**config.mk**
```make
export PLATFORM = sky130hd
export DESIGN_NAME = gpc_pin_config
export DESIGN_NICKNAME = d
export VERILOG_FILES = /design/src/hw/gpc_pkg.sv /design/src/hw/gpc_pin_config.sv
export SDC_FILE = /design/constraint.sdc
export NUM_CORES = 1
export LEC_CHECK = 0
export BUFFER_PORTS_ARGS = -buffer_cell sky130_fd_sc_hd__buf_2
export CORE_MARGIN = 2
export CORE_UTILIZATION = 45
export DETAILED_ROUTE_END_ITERATION = 16
export PLACE_DENSITY = 0.62
export RECOVER_POWER = 50
export SYNTH_ARGS = -nofsm -noshare
export SYNTH_HDL_FRONTEND = slang
export SYNTH_SLANG_ARGS = --single-unit
```
**constraint.sdc**
```tcl
create_clock -name clk_in -period 4.5 [get_ports clk_in]
set_input_delay 0.675 -clock clk_in [delete_from_list [all_inputs] [get_ports clk_in]]
set_output_delay 0.675 -clock clk_in [all_outputs]
set_load 0.05 [all_outputs]
```
**src/hw/gpc_pkg.sv**
```systemverilog
// package: register map, field layout and timing of the pin configuration block
package gpc_pkg;

   localparam int          NUM_PINS       = 12;
   localparam int          NUM_RELOAD     = 6;
   localparam int          ADDR_W         = 16;
   localparam int          DATA_W         = 16;

   // register addresses, word addressed as printed
   localparam logic [15:0] LEVEL_ADDR     = 16'h400C;
   localparam logic [15:0] CFG_BASE_ADDR  = 16'h4038;
   localparam logic [15:0] CFG_LAST_ADDR  = 16'h4043;

   // field positions of a pin control register
   localparam int          DIR_BIT        = 15;
   localparam int          PULL_MSB       = 14;
   localparam int          PULL_LSB       = 13;
   localparam int          INT_MODE_BIT   = 12;
   localparam int          PWR_DOM_BIT    = 11;
   localparam int          POL_BIT        = 10;
   localparam int          OD_BIT         = 9;
   localparam int          ENA_BIT        = 7;
   localparam int          FN_MSB         = 3;

   // reset values and writable bits
   localparam logic [15:0] CFG_RESET      = 16'hA400;
   localparam logic [15:0] CFG_VALID_MASK = 16'hFE8F;
   localparam logic [15:0] LEVEL_RESET    = 16'h0000;
   localparam logic [15:0] LEVEL_MASK     = 16'h0FFF;

   // function codes (meaning depends on direction)
   localparam logic [3:0]  FN_GPIO        = 4'h0;
   localparam logic [3:0]  FN_ON_STATE    = 4'h2;
   localparam logic [3:0]  FN_SLEEP_STATE = 4'h3;
   localparam logic [3:0]  FN_EPE_ONE     = 4'hA;
   localparam logic [3:0]  FN_EPE_TWO     = 4'hB;
   localparam logic [3:0]  FN_SUPPLY_OK   = 4'hC;
   localparam logic [3:0]  FN_CONV_OK     = 4'hD;
   localparam logic [3:0]  FN_EXT_CLK     = 4'hE;
   localparam logic [3:0]  FN_AUX_RESET   = 4'hF;

   localparam logic [1:0]  PULL_NONE      = 2'h0;
   localparam logic [1:0]  PULL_DOWN      = 2'h1;
   localparam logic [1:0]  PULL_UP        = 2'h2;

   // de-bounce: longest period of each class, as cycles of the 8 ns clock
   localparam int          CLK_PERIOD_NS    = 8;
   localparam int          DEB_SHORT_MAX_US = 64;
   localparam int          DEB_LONG_MAX_MS  = 8;
   localparam int          DEB_SHORT_CYC    = DEB_SHORT_MAX_US * 1000 / CLK_PERIOD_NS;
   localparam int          DEB_LONG_CYC     = DEB_LONG_MAX_MS * 1000000 / CLK_PERIOD_NS;
   localparam int          DEB_CNT_W        = 20;

   typedef struct packed {
      logic       pin_direction;
      logic [1:0] pull_resistor_select;
      logic       edge_interrupt_mode;
      logic       io_supply_domain_select;
      logic       pin_polarity;
      logic       output_drive_type;
      logic       unused_8;
      logic       pin_drive_on;
      logic [2:0] unused_6_4;
      logic [3:0] pin_function_select;
   } gpc_cfg_t;

   typedef enum logic [1:0] {
      GPC_OFF   = 2'b00,
      GPC_ON    = 2'b01,
      GPC_SLEEP = 2'b10
   } gpc_pstate_t;

endpackage

```
**src/hw/gpc_pin_config.sv**
```systemverilog
// twelve general-purpose pins: control registers, output functions, input de-bounce
//
// The strobed register port is this design's own decision.
`timescale 1ns/100ps
//
// Summary of operation
// - codes Ah/Bh drive external power enables
// - code Ch presents system supply good
// - code Dh converters ok, only ON/SLEEP
// - code Eh outputs synchronous 2 MHz clock
// - clock only while an enable asserted
// - code Fh reset in OFF, SLEEP configurable
// - bit 15 picks input or output set
// - bits 3:0 select function, reset 0000
// - bit 10 clear inverts both directions
// - bit 9 picks CMOS or open drain
// - bits 14:13 pick none/down/up pull
// - pulls on inputs, pull-up on open drain
// - enable clear: high-Z, no pulls
// - bit 12 single or both edge interrupt
// - bit 11 selects I/O supply domain
// - identical control register per pin
// - defaults on reset or map reset
// - ON schedule reloads pins 1 to 6
// - output code 0h drives level bit
// - input level de-bounced, short pulses ignored
module gpc_pin_config
   import gpc_pkg::*;
#(
   parameter int DEB_SHORT_CYCLES = DEB_SHORT_CYC,
   parameter int DEB_LONG_CYCLES  = DEB_LONG_CYC
) (
   input  wire logic                  clk_in,
   input  wire logic                  reset_in,
   input  wire logic                  reg_map_reset_in,
   input  wire logic [ADDR_W-1:0]     addr_in,
   input  wire logic [DATA_W-1:0]     wr_data_in,
   input  wire logic                  wr_strobe_in,
   input  wire logic                  rd_strobe_in,
   output logic      [DATA_W-1:0]     rd_data_out,
   input  wire logic                  reload_strobe_in,
   input  wire gpc_cfg_t [NUM_RELOAD-1:0] reload_cfg_in,
   input  wire gpc_pstate_t           power_state_in,
   input  wire logic                  ext_power_enable_one_in,
   input  wire logic                  ext_power_enable_two_in,
   input  wire logic                  system_supply_ok_in,
   input  wire logic                  converters_ok_in,
   input  wire logic                  converter_clk_2mhz_in,
   input  wire logic                  aux_reset_in_sleep_in,
   input  wire logic [NUM_PINS-1:0]   pin_in,
   output logic      [NUM_PINS-1:0]   pin_out,
   output logic      [NUM_PINS-1:0]   pin_oe_out,
   output logic      [NUM_PINS-1:0]   pull_up_on_out,
   output logic      [NUM_PINS-1:0]   pull_down_on_out,
   output logic      [NUM_PINS-1:0]   io_supply_domain_select_out,
   output logic      [NUM_PINS-1:0]   input_level_out,
   output logic      [NUM_PINS-1:0]   pin_event_out
);

   ////////////////////////////////////////////////////////////////////////////////
   // elaboration checks

   if (DEB_SHORT_CYCLES < 1 || DEB_LONG_CYCLES < 1 ||
       DEB_SHORT_CYCLES >= (1 << DEB_CNT_W) || DEB_LONG_CYCLES >= (1 << DEB_CNT_W)) begin : g_chk
      $error("de-bounce counts must lie in 1 .. 2**DEB_CNT_W-1");
   end

   localparam logic [DEB_CNT_W-1:0] SHORT_LAST = DEB_CNT_W'(DEB_SHORT_CYCLES - 1);
   localparam logic [DEB_CNT_W-1:0] LONG_LAST  = DEB_CNT_W'(DEB_LONG_CYCLES - 1);

   ////////////////////////////////////////////////////////////////////////////////
   // functions

   // raw (pre-polarity) value of an output function
   function automatic logic out_function(input logic [3:0] fn, input logic level_bit);
      logic clk_gate;
      clk_gate = ext_power_enable_one_in | ext_power_enable_two_in;
      unique case (fn)
         FN_GPIO:        out_function = level_bit;
         FN_ON_STATE:    out_function = (power_state_in == GPC_ON);
         FN_SLEEP_STATE: out_function = (power_state_in == GPC_SLEEP);
         FN_EPE_ONE:     out_function = ext_power_enable_one_in;
         FN_EPE_TWO:     out_function = ext_power_enable_two_in;
         FN_SUPPLY_OK:   out_function = system_supply_ok_in;
         FN_CONV_OK:     out_function = converters_ok_in &
                                        (power_state_in == GPC_ON ||
                                         power_state_in == GPC_SLEEP);
         FN_EXT_CLK:     out_function = converter_clk_2mhz_in & clk_gate;
         FN_AUX_RESET:   out_function = (power_state_in == GPC_OFF) |
                                        ((power_state_in == GPC_SLEEP) &
                                         aux_reset_in_sleep_in);
         default:        out_function = 1'b0;
      endcase
   endfunction

   // stored value of a written control word
   function automatic gpc_cfg_t clean_cfg(input logic [DATA_W-1:0] word);
      clean_cfg = gpc_cfg_t'(word & CFG_VALID_MASK);
   endfunction

   ////////////////////////////////////////////////////////////////////////////////
   // control and level registers

   gpc_cfg_t                cfg_reg  [NUM_PINS];
   gpc_cfg_t                cfg_next [NUM_PINS];
   logic     [NUM_PINS-1:0] level_reg;
   logic     [NUM_PINS-1:0] level_next;
   logic                    map_reset;
   gpc_cfg_t [NUM_PINS-1:0] reload_wide;

   assign map_reset = reset_in | reg_map_reset_in;

   // reload words padded to one per pin, so the loop below never indexes past the port
   assign reload_wide = (NUM_PINS*DATA_W)'(reload_cfg_in);

   // reload beats a software write in the same cycle; the sequencer owns pins 1 to 6 then
   always_comb begin
      for (int i = 0; i < NUM_PINS; i++) begin
         cfg_next[i] = cfg_reg[i];
         if (map_reset) begin
            cfg_next[i] = gpc_cfg_t'(CFG_RESET);
         end else if (reload_strobe_in && i < NUM_RELOAD) begin
            cfg_next[i] = clean_cfg(reload_wide[i]);
         end else if (wr_strobe_in && addr_in == CFG_BASE_ADDR + ADDR_W'(i)) begin
            cfg_next[i] = clean_cfg(wr_data_in);
         end
      end
      level_next = level_reg;
      if (map_reset) begin
         level_next = LEVEL_RESET[NUM_PINS-1:0];
      end else if (wr_strobe_in && addr_in == LEVEL_ADDR) begin
         level_next = wr_data_in[NUM_PINS-1:0];
      end
   end

   always_ff @(posedge clk_in) begin
      for (int i = 0; i < NUM_PINS; i++) begin
         cfg_reg[i] <= cfg_next[i];
      end
      level_reg <= level_next;
   end

   ////////////////////////////////////////////////////////////////////////////////
   // pin input synchroniser

   logic [NUM_PINS-1:0] sync1_reg;
   logic [NUM_PINS-1:0] sync2_reg;

   always_ff @(posedge clk_in) begin
      if (reset_in) begin
         sync1_reg <= '0;
         sync2_reg <= '0;
      end else begin
         sync1_reg <= pin_in;
         sync2_reg <= sync1_reg;
      end
   end

   ////////////////////////////////////////////////////////////////////////////////
   // per-pin de-bounce, events and pad drive

   logic [DEB_CNT_W-1:0] deb_cnt_reg  [NUM_PINS];
   logic [DEB_CNT_W-1:0] deb_cnt_next [NUM_PINS];
   logic [NUM_PINS-1:0]  deb_lvl_reg;
   logic [NUM_PINS-1:0]  deb_lvl_next;
   logic [NUM_PINS-1:0]  event_next;
   logic [NUM_PINS-1:0]  pin_out_next;
   logic [NUM_PINS-1:0]  pin_oe_next;
   logic [NUM_PINS-1:0]  pu_next;
   logic [NUM_PINS-1:0]  pd_next;
   logic [NUM_PINS-1:0]  read_lvl;

   always_comb begin
      for (int i = 0; i < NUM_PINS; i++) begin
         logic                 inv;
         logic                 is_in;
         logic                 ena;
         logic                 val;
         logic                 new_lvl;
         logic [DEB_CNT_W-1:0] last;
         inv     = ~cfg_reg[i].pin_polarity;
         is_in   = cfg_reg[i].pin_direction;
         ena     = cfg_reg[i].pin_drive_on;
         // long filter only for plain level input
         last    = (cfg_reg[i].pin_function_select == FN_GPIO) ? LONG_LAST : SHORT_LAST;
         // new level accepted only after a full stable period
         new_lvl         = deb_lvl_reg[i];
         deb_cnt_next[i] = '0;
         if (!ena) begin
            new_lvl = 1'b0;
         end else if (sync2_reg[i] != deb_lvl_reg[i]) begin
            if (deb_cnt_reg[i] >= last) begin
               new_lvl = sync2_reg[i];
            end else begin
               deb_cnt_next[i] = deb_cnt_reg[i] + DEB_CNT_W'(1);
            end
         end
         deb_lvl_next[i] = new_lvl;
         // single mode fires on the active edge of the polarised level
         event_next[i] = ena & is_in & (new_lvl != deb_lvl_reg[i]) &
                         (cfg_reg[i].edge_interrupt_mode | (new_lvl ^ inv));
         // readback: debounced input, or pad level for an output
         read_lvl[i] = is_in ? (deb_lvl_reg[i] ^ inv) : (sync2_reg[i] ^ inv);
         // output: function value, then polarity, then driver type
         val             = out_function(cfg_reg[i].pin_function_select, level_reg[i]) ^ inv;
         pin_out_next[i] = 1'b0;
         pin_oe_next[i]  = 1'b0;
         if (ena && !is_in) begin
            if (cfg_reg[i].output_drive_type) begin
               pin_oe_next[i] = ~val;
            end else begin
               pin_out_next[i] = val;
               pin_oe_next[i]  = 1'b1;
            end
         end
         // pull-down only on inputs; pull-up also on open-drain outputs
         pd_next[i] = ena & is_in &
                      (cfg_reg[i].pull_resistor_select == PULL_DOWN);
         pu_next[i] = ena & (is_in | cfg_reg[i].output_drive_type) &
                      (cfg_reg[i].pull_resistor_select == PULL_UP);
      end
   end

   always_ff @(posedge clk_in) begin
      if (reset_in) begin
         for (int i = 0; i < NUM_PINS; i++) begin
            deb_cnt_reg[i] <= '0;
         end
         deb_lvl_reg  <= '0;
         pin_event_out <= '0;
         pin_out      <= '0;
         pin_oe_out   <= '0;
         pull_up_on_out   <= '0;
         pull_down_on_out <= '0;
      end else begin
         for (int i = 0; i < NUM_PINS; i++) begin
            deb_cnt_reg[i] <= deb_cnt_next[i];
         end
         deb_lvl_reg      <= deb_lvl_next;
         pin_event_out    <= event_next;
         pin_out          <= pin_out_next;
         pin_oe_out       <= pin_oe_next;
         pull_up_on_out   <= pu_next;
         pull_down_on_out <= pd_next;
      end
   end

   // static per-pin outputs
   always_comb begin
      for (int i = 0; i < NUM_PINS; i++) begin
         io_supply_domain_select_out[i] = cfg_reg[i].io_supply_domain_select;
         input_level_out[i] = deb_lvl_reg[i] ^ ~cfg_reg[i].pin_polarity;
      end
   end

   ////////////////////////////////////////////////////////////////////////////////
   // register read port: data stands one cycle after the strobe, zero otherwise

   logic [DATA_W-1:0] rd_data_next;

   always_comb begin
      rd_data_next = '0;
      if (rd_strobe_in) begin
         if (addr_in == LEVEL_ADDR) begin
            rd_data_next = DATA_W'(read_lvl) & LEVEL_MASK;
         end else if (addr_in >= CFG_BASE_ADDR && addr_in <= CFG_LAST_ADDR) begin
            for (int i = 0; i < NUM_PINS; i++) begin
               if (addr_in == CFG_BASE_ADDR + ADDR_W'(i)) begin
                  rd_data_next = cfg_reg[i];
               end
            end
         end
      end
   end

   always_ff @(posedge clk_in) begin
      if (reset_in) begin
         rd_data_out <= '0;
      end else begin
         rd_data_out <= rd_data_next;
      end
   end

endmodule

```
### After elaboration in Yosys (flattened, before gate mapping)

Memories as Yosys holds them, arrays and structs flattened.
Index checks and enable logic that the tools add are counted.

| word-level totals | value |
|---|---|
| memories kept | 2 |
| bits of input ports | 154 |
| memory bits (writable) | 432 |
| register bits after elaboration | 124 |
| output and inout port bits | 100 |

Memory list:

| name | words | bits a word | rd ports | clocked after memory_dff | write ports | RTL line | source |
|---|---|---|---|---|---|---|---|
| deb_cnt_reg | 12 | 20 | 12 | 0 | 12 | gpc_pin_config.sv:162 | `logic [DEB_CNT_W-1:0] deb_cnt_reg [NUM_PINS];` |
| cfg_reg | 12 | 16 | 12 | 0 | 12 | gpc_pin_config.sv:104 | `gpc_cfg_t cfg_reg [NUM_PINS];` |

| cells by class | value |
|---|---|
| magnitude comparators | 14 |
| equal/unequal tests | 159 |
| add/subtract/negate cells | 12 |
| muxes and demuxes | 179 |
| bitwise logic cells | 200 |
| reductions and logical operators | 78 |

Operator list:

| kind | number |
|---|---|
| $mux 20 | 60 |
| $mux 16 | 42 |
| $eq 4x4->1 const B | 72 |
| $add 20x1->20 const B | 12 |
| $ge 20x20->1 | 12 |
| $eq 16x15->1 const B | 13 |
| $pmux 1 s9 | 12 |
| $eq 4x2->1 const B | 24 |
| $and 1x1->1 | 75 |
| $mux 1 | 63 |
| $logic_not 4->1 | 12 |
| $xor 1x1->1 | 48 |
| $or 1x1->1 | 39 |
| $not 1->1 | 38 |
| $reduce_or 3->1 | 12 |
| $eq 2x1->1 const B | 13 |
| $eq 2x2->1 const B | 13 |
| $logic_and 1x1->1 | 26 |
| $reduce_or 2->1 | 13 |
| $mux 12 | 2 |
| $ne 1x1->1 | 24 |
| $ge 16x15->1 const B | 1 |
| $le 16x15->1 const B | 1 |
| $logic_not 1->1 | 12 |
| other kinds (3) | 3 |

### Logic depth before layout (Yosys ltp)

| depth | value |
|---|---|
| depth in word-level cells | 15 |
| depth in mapped cells | 11 |
| mapped depth without buffers | 9 |

### Worst setup path before layout

Ideal clock, no wire load.

| timing path | value |
|---|---|
| path kind | register -> register |
| from | memory cfg_reg[1][48] (netlist name) |
| to | memory deb_cnt_reg[7][2] (netlist: deb_cnt_reg[1][62]) |
| cell stages (with the launch flop) | 12 |
| buffers on the path | 2 |
| setup time | 0.064 ns |
| path slack | 1.350 ns |
| clock period less this slack | 3.150 ns |
| arrival time | 3.086 ns |
| cell sequence | dfxtp_1 -> clkbuf_1 -> or4_1 -> inv_1 -> ha_1 -> nor4bb_1 -> a2111o_1 -> a2111oi_2 -> o22ai_1 -> or3_4 -> buf_6 -> nor2_1 |

RTL lines:

| what | RTL line |
|---|---|
| start: declaration | gpc_pin_config.sv:104 |
| end: declaration | gpc_pin_config.sv:162 |

==> results.rst <==
.. list-table::
   :header-rows: 1

   * - Metric
     - Value
   * - CTS max path bufs
     - 3
   * - Clock network latency to the later pin of the worst-skew pair
     - 630 ps
   * - Share of cell area taken by muxes after synthesis
     - 0.09784
   * - Worst-case setup margin in the final layout
     - between 800 and 900 ps
   * - Clock tree sinks
     - 508
   * - Mean post-synth cell area
     - 8.801 sq um
   * - DRC violations left
     - 0
   * - Share of the synthesized area in the top cell type
     - 0.3943
   * - Chip Height
     - 243.4 microns
   * - Final net count
     - 3358
   * - Part of the power in the clock network
     - 0.508
   * - Area growth from synthesis to final layout
     - 13.87%
   * - Status
     - complete, but fails checks
   * - Max-cap viol count
     - 2
   * - Rel. slew slack
     - -0.8010
   * - Area used by multi-input combinational logic
     - approximately 0.015 sq mm
   * - Fraction of registers with async set or reset after synthesis
     - 0
   * - Sequential share of power
     - 0.441
   * - Most frequent cell after synthesis
     - sky130_fd_sc_hd__dfxtp_1
   * - Synth Register Bits
     - 508
   * - Quantity of hold-fixing buffers added after cts
     - 0
   * - Initial cell density of the core
     - 0.4566
   * - Gates resized, CTS repair
     - 0
   * - Arithmetic-cell share of the synthesized area counting full adders, half adders and majority gates
     - 0.05966
   * - Final Routed Wirelength
     - 77.55 mm
   * - Post-synthesis share of cell area spent on and, or, nand and nor gates
     - 0.2306
   * - Root Driver
     - sky130_fd_sc_hd__clkbuf_16
   * - Register area
     - 0.01017 sq mm
   * - Pins Over Slew Limit
     - 83
   * - Max FFs per register
     - 240
   * - Hold violation total from the final report
     - 0
   * - Most frequent cells after synthesis
     - sky130_fd_sc_hd__dfxtp_1 (508), sky130_fd_sc_hd__nor2_1 (432), sky130_fd_sc_hd__nand2_1 (296)
   * - Combined area of all synthesized cells
     - roughly 0.026 sq mm
   * - Sw Ratio
     - 0.2230
   * - Period Utilization, post-route
     - 0.8221
   * - Violations in the final reports
     - max-capacitance violations, max-slew violations
   * - Synth Area in Compound Gates
     - 0.09250
   * - First-pass GRT wire length
     - 118.9 mm
   * - All-layer global routing usage
     - 0.2536
   * - Pre-CTS setup slack
     - 935.4 ps
   * - Drt first-iter violations
     - 1595
   * - Leakage
     - 11.04 nW
   * - Post-CTS setup-driven buffer insertion count
     - 0
   * - Instance count of the mapped netlist
     - 2931
   * - Critical path endpoint category
     - flip-flop
   * - Layout cell share with drive strength beyond 1
     - 0.1180
   * - Antenna violations before repair
     - 2
   * - Average wire per standard cell
     - 19.96 microns
   * - Power density of the placed cells
     - 352.9 mW/mm^2
   * - CTS tree
     - done
   * - Number of warnings printed during yosys synthesis
     - 0
   * - Syn_nets
     - 3208
   * - Overflow left after global routing
     - 0
   * - Sw power
     - about 2.3 mW
   * - Classification of the worst-slack hold path
     - in2reg
   * - Combinational family with the most area after synthesis
     - simple AND/OR/NAND/NOR gates
   * - Cell Int Power
     - 8.054 mW
   * - Full die area
     - ~0.059 sq mm
   * - Clock tree skew after final layout
     - ~27 ps
   * - Ranking of synthesized cells by area
     - sky130_fd_sc_hd__dfxtp_1 (39%), sky130_fd_sc_hd__nor2_1 (6.3%), sky130_fd_sc_hd__ha_1 (6.0%)
   * - X dimension of the die
     - 243.4 microns
   * - Clock slew seen by the registers of the worst setup and hold paths
     - 60 ps
   * - Via density per instance
     - 5.664
   * - Fmax achieved
     - 270.3 MHz
   * - Final RePlAce weighted congestion
     - 0.9557
   * - Fill cell instance count of the final layout
     - between 5k and 6k
   * - Library cells used by synthesis
     - 76
   * - Placeable core area
     - 0.05650 sq mm
   * - Pin count of the biggest net entering global routing
     - between 100 and 150
   * - Total negative slack for setup checks
     - 0 ps
   * - Number of CTS-inserted buffers
     - 56
   * - WP data required
     - 5020 ps
   * - Final period demand of the worst path
     - around 3700 ps
   * - Least-Margin Pin Slew
     - 2701 ps
   * - Worst vdd ir
     - 0.2841 mV
   * - Boundary Pins
     - 254
   * - RSZ-0062 raised after global routing
     - false
   * - H-tree Lvls
     - 2
   * - Ys flop type
     - sky130_fd_sc_hd__dfxtp_1
   * - Startpoint class of the critical path
     - primary input
   * - Leading area contributor after synthesis
     - sky130_fd_sc_hd__dfxtp_1
   * - Final number of setup-violating endpoints
     - 0
   * - Logic gate share of total power
     - 0.051
   * - FP Rows
     - 87
   * - Vias
     - between 20k and 25k
   * - Area share of xor/xnor cells in the synthesized design
     - 0.09066
   * - Fraction of the yosys area taken by sequential cells
     - 0.3943
   * - Critical path fanouts, max
     - 45
   * - Count of flip-flops with a built-in enable after synthesis
     - 0
   * - DPL Wire Length
     - 55.78 mm
   * - Data arrival time at the worst-slack endpoint
     - 4220 ps
   * - Remaining antenna violation count after routing
     - 0
   * - Critical Setup Path Class
     - in2reg
   * - Vias in the first global route
     - 21.14k
   * - Port Buffer Count
     - 229
   * - 1st-pass router iterations
     - 5
[layout by cell type, fill, tap and decap left out, drive strengths merged, types with 18 or more instances in the layout]
cell type	count
dfxtp	508
nor2	432
nand2	296
clkbuf	180
xor2	150
buf	148
nand3	147
ha	123
a21oi	122
xnor2	117
mux2i	116
mux2	83
o21ai	58
nand4	56
and3	51
inv	48
nand2b	43
nor3	40
nor2b	37
o22ai	26
a211oi	25
nor4b	19
mux4	19
or4	18
[routing by layer]
layer	track usage	share of wire	up-vias
met5	0	0	-
met4	0.1039	0.037	0
met3	0.04406	0.068	158
met2	0.4113	0.46	723
met1	0.3337	0.44	10608
li1	-	-	10521
[power groups by stage]
stage / sequential, mW / combinational, mW / clock [mW]
global placement: 4.67 / 0.510 / 0
detailed placement: 4.67 / 0.520 / 0
floorplan: 4.65 / 0.307 / 0
global route: 4.57 / 0.558 / 5.55
finish: 4.57 / 0.528 / 5.26
CTS: 4.57 / 0.523 / 5.35
[cells by family (layout without fill, tap and decap cells)]
group           after synthesis  in the layout
flops                       508            508
other cells                   0              3
compound gates              367            367
simple gates               1239           1239
xor+xnor                    267            267
fa+ha+maj                   123            123
buf+inv                     209            405
mux                         218            218
[stage by stage]
stage          cell area, sq um  cells    util  power [mW]  hold WS, ps
2_1_floorplan             25790   2931       -       4.961        412.9
3_3_place_gp              27380   3779  0.4846       5.180        421.5
3_5_place_dp              27380   3779  0.4846       5.191        431.9
4_1_cts                   29520   3883  0.5225       10.45        242.2
5_1_grt                   29370   3885  0.5199       10.68        259.1
6_report                  29370   3886  0.5199       10.37        268.7
[area by class of cell]
class	count	share of cell area
multi-input cells	2214	0.5014
flip-flops and latches	508	0.3462
clock buffers	77	0.05559
repair buffers	251	0.04060
well taps	756	0.03220
clock inverters	27	0.01729
inverters	50	0.006390
diodes	3	0.0002556
[final timing paths]
kind,from,endpoint,slack [ps],depth (start not counted)
max,reset_in,cfg_reg[1][42]$_SDFFE_PP1P_,800,4
min,pin_in[5],sync1_reg[5]$_SDFF_PP0_,270,2
max reg2reg,cfg_reg[0][33]$_SDFFE_PP0P_,deb_cnt_reg[0][53]$_SDFF_PP0_,890,8
min reg2reg,deb_cnt_reg[1][0]$_SDFF_PP0_,deb_cnt_reg[1][0]$_SDFF_PP0_,440,1
[worst max-delay path, cell delays in order]
cell                       delay (ps)
sky130_fd_sc_hd__clkbuf_1         130
sky130_fd_sc_hd__clkbuf_1        1920
sky130_fd_sc_hd__nor2_2          1150
sky130_fd_sc_hd__nand3_1          300
Note: power is estimated with default switching activity, not from simulation.
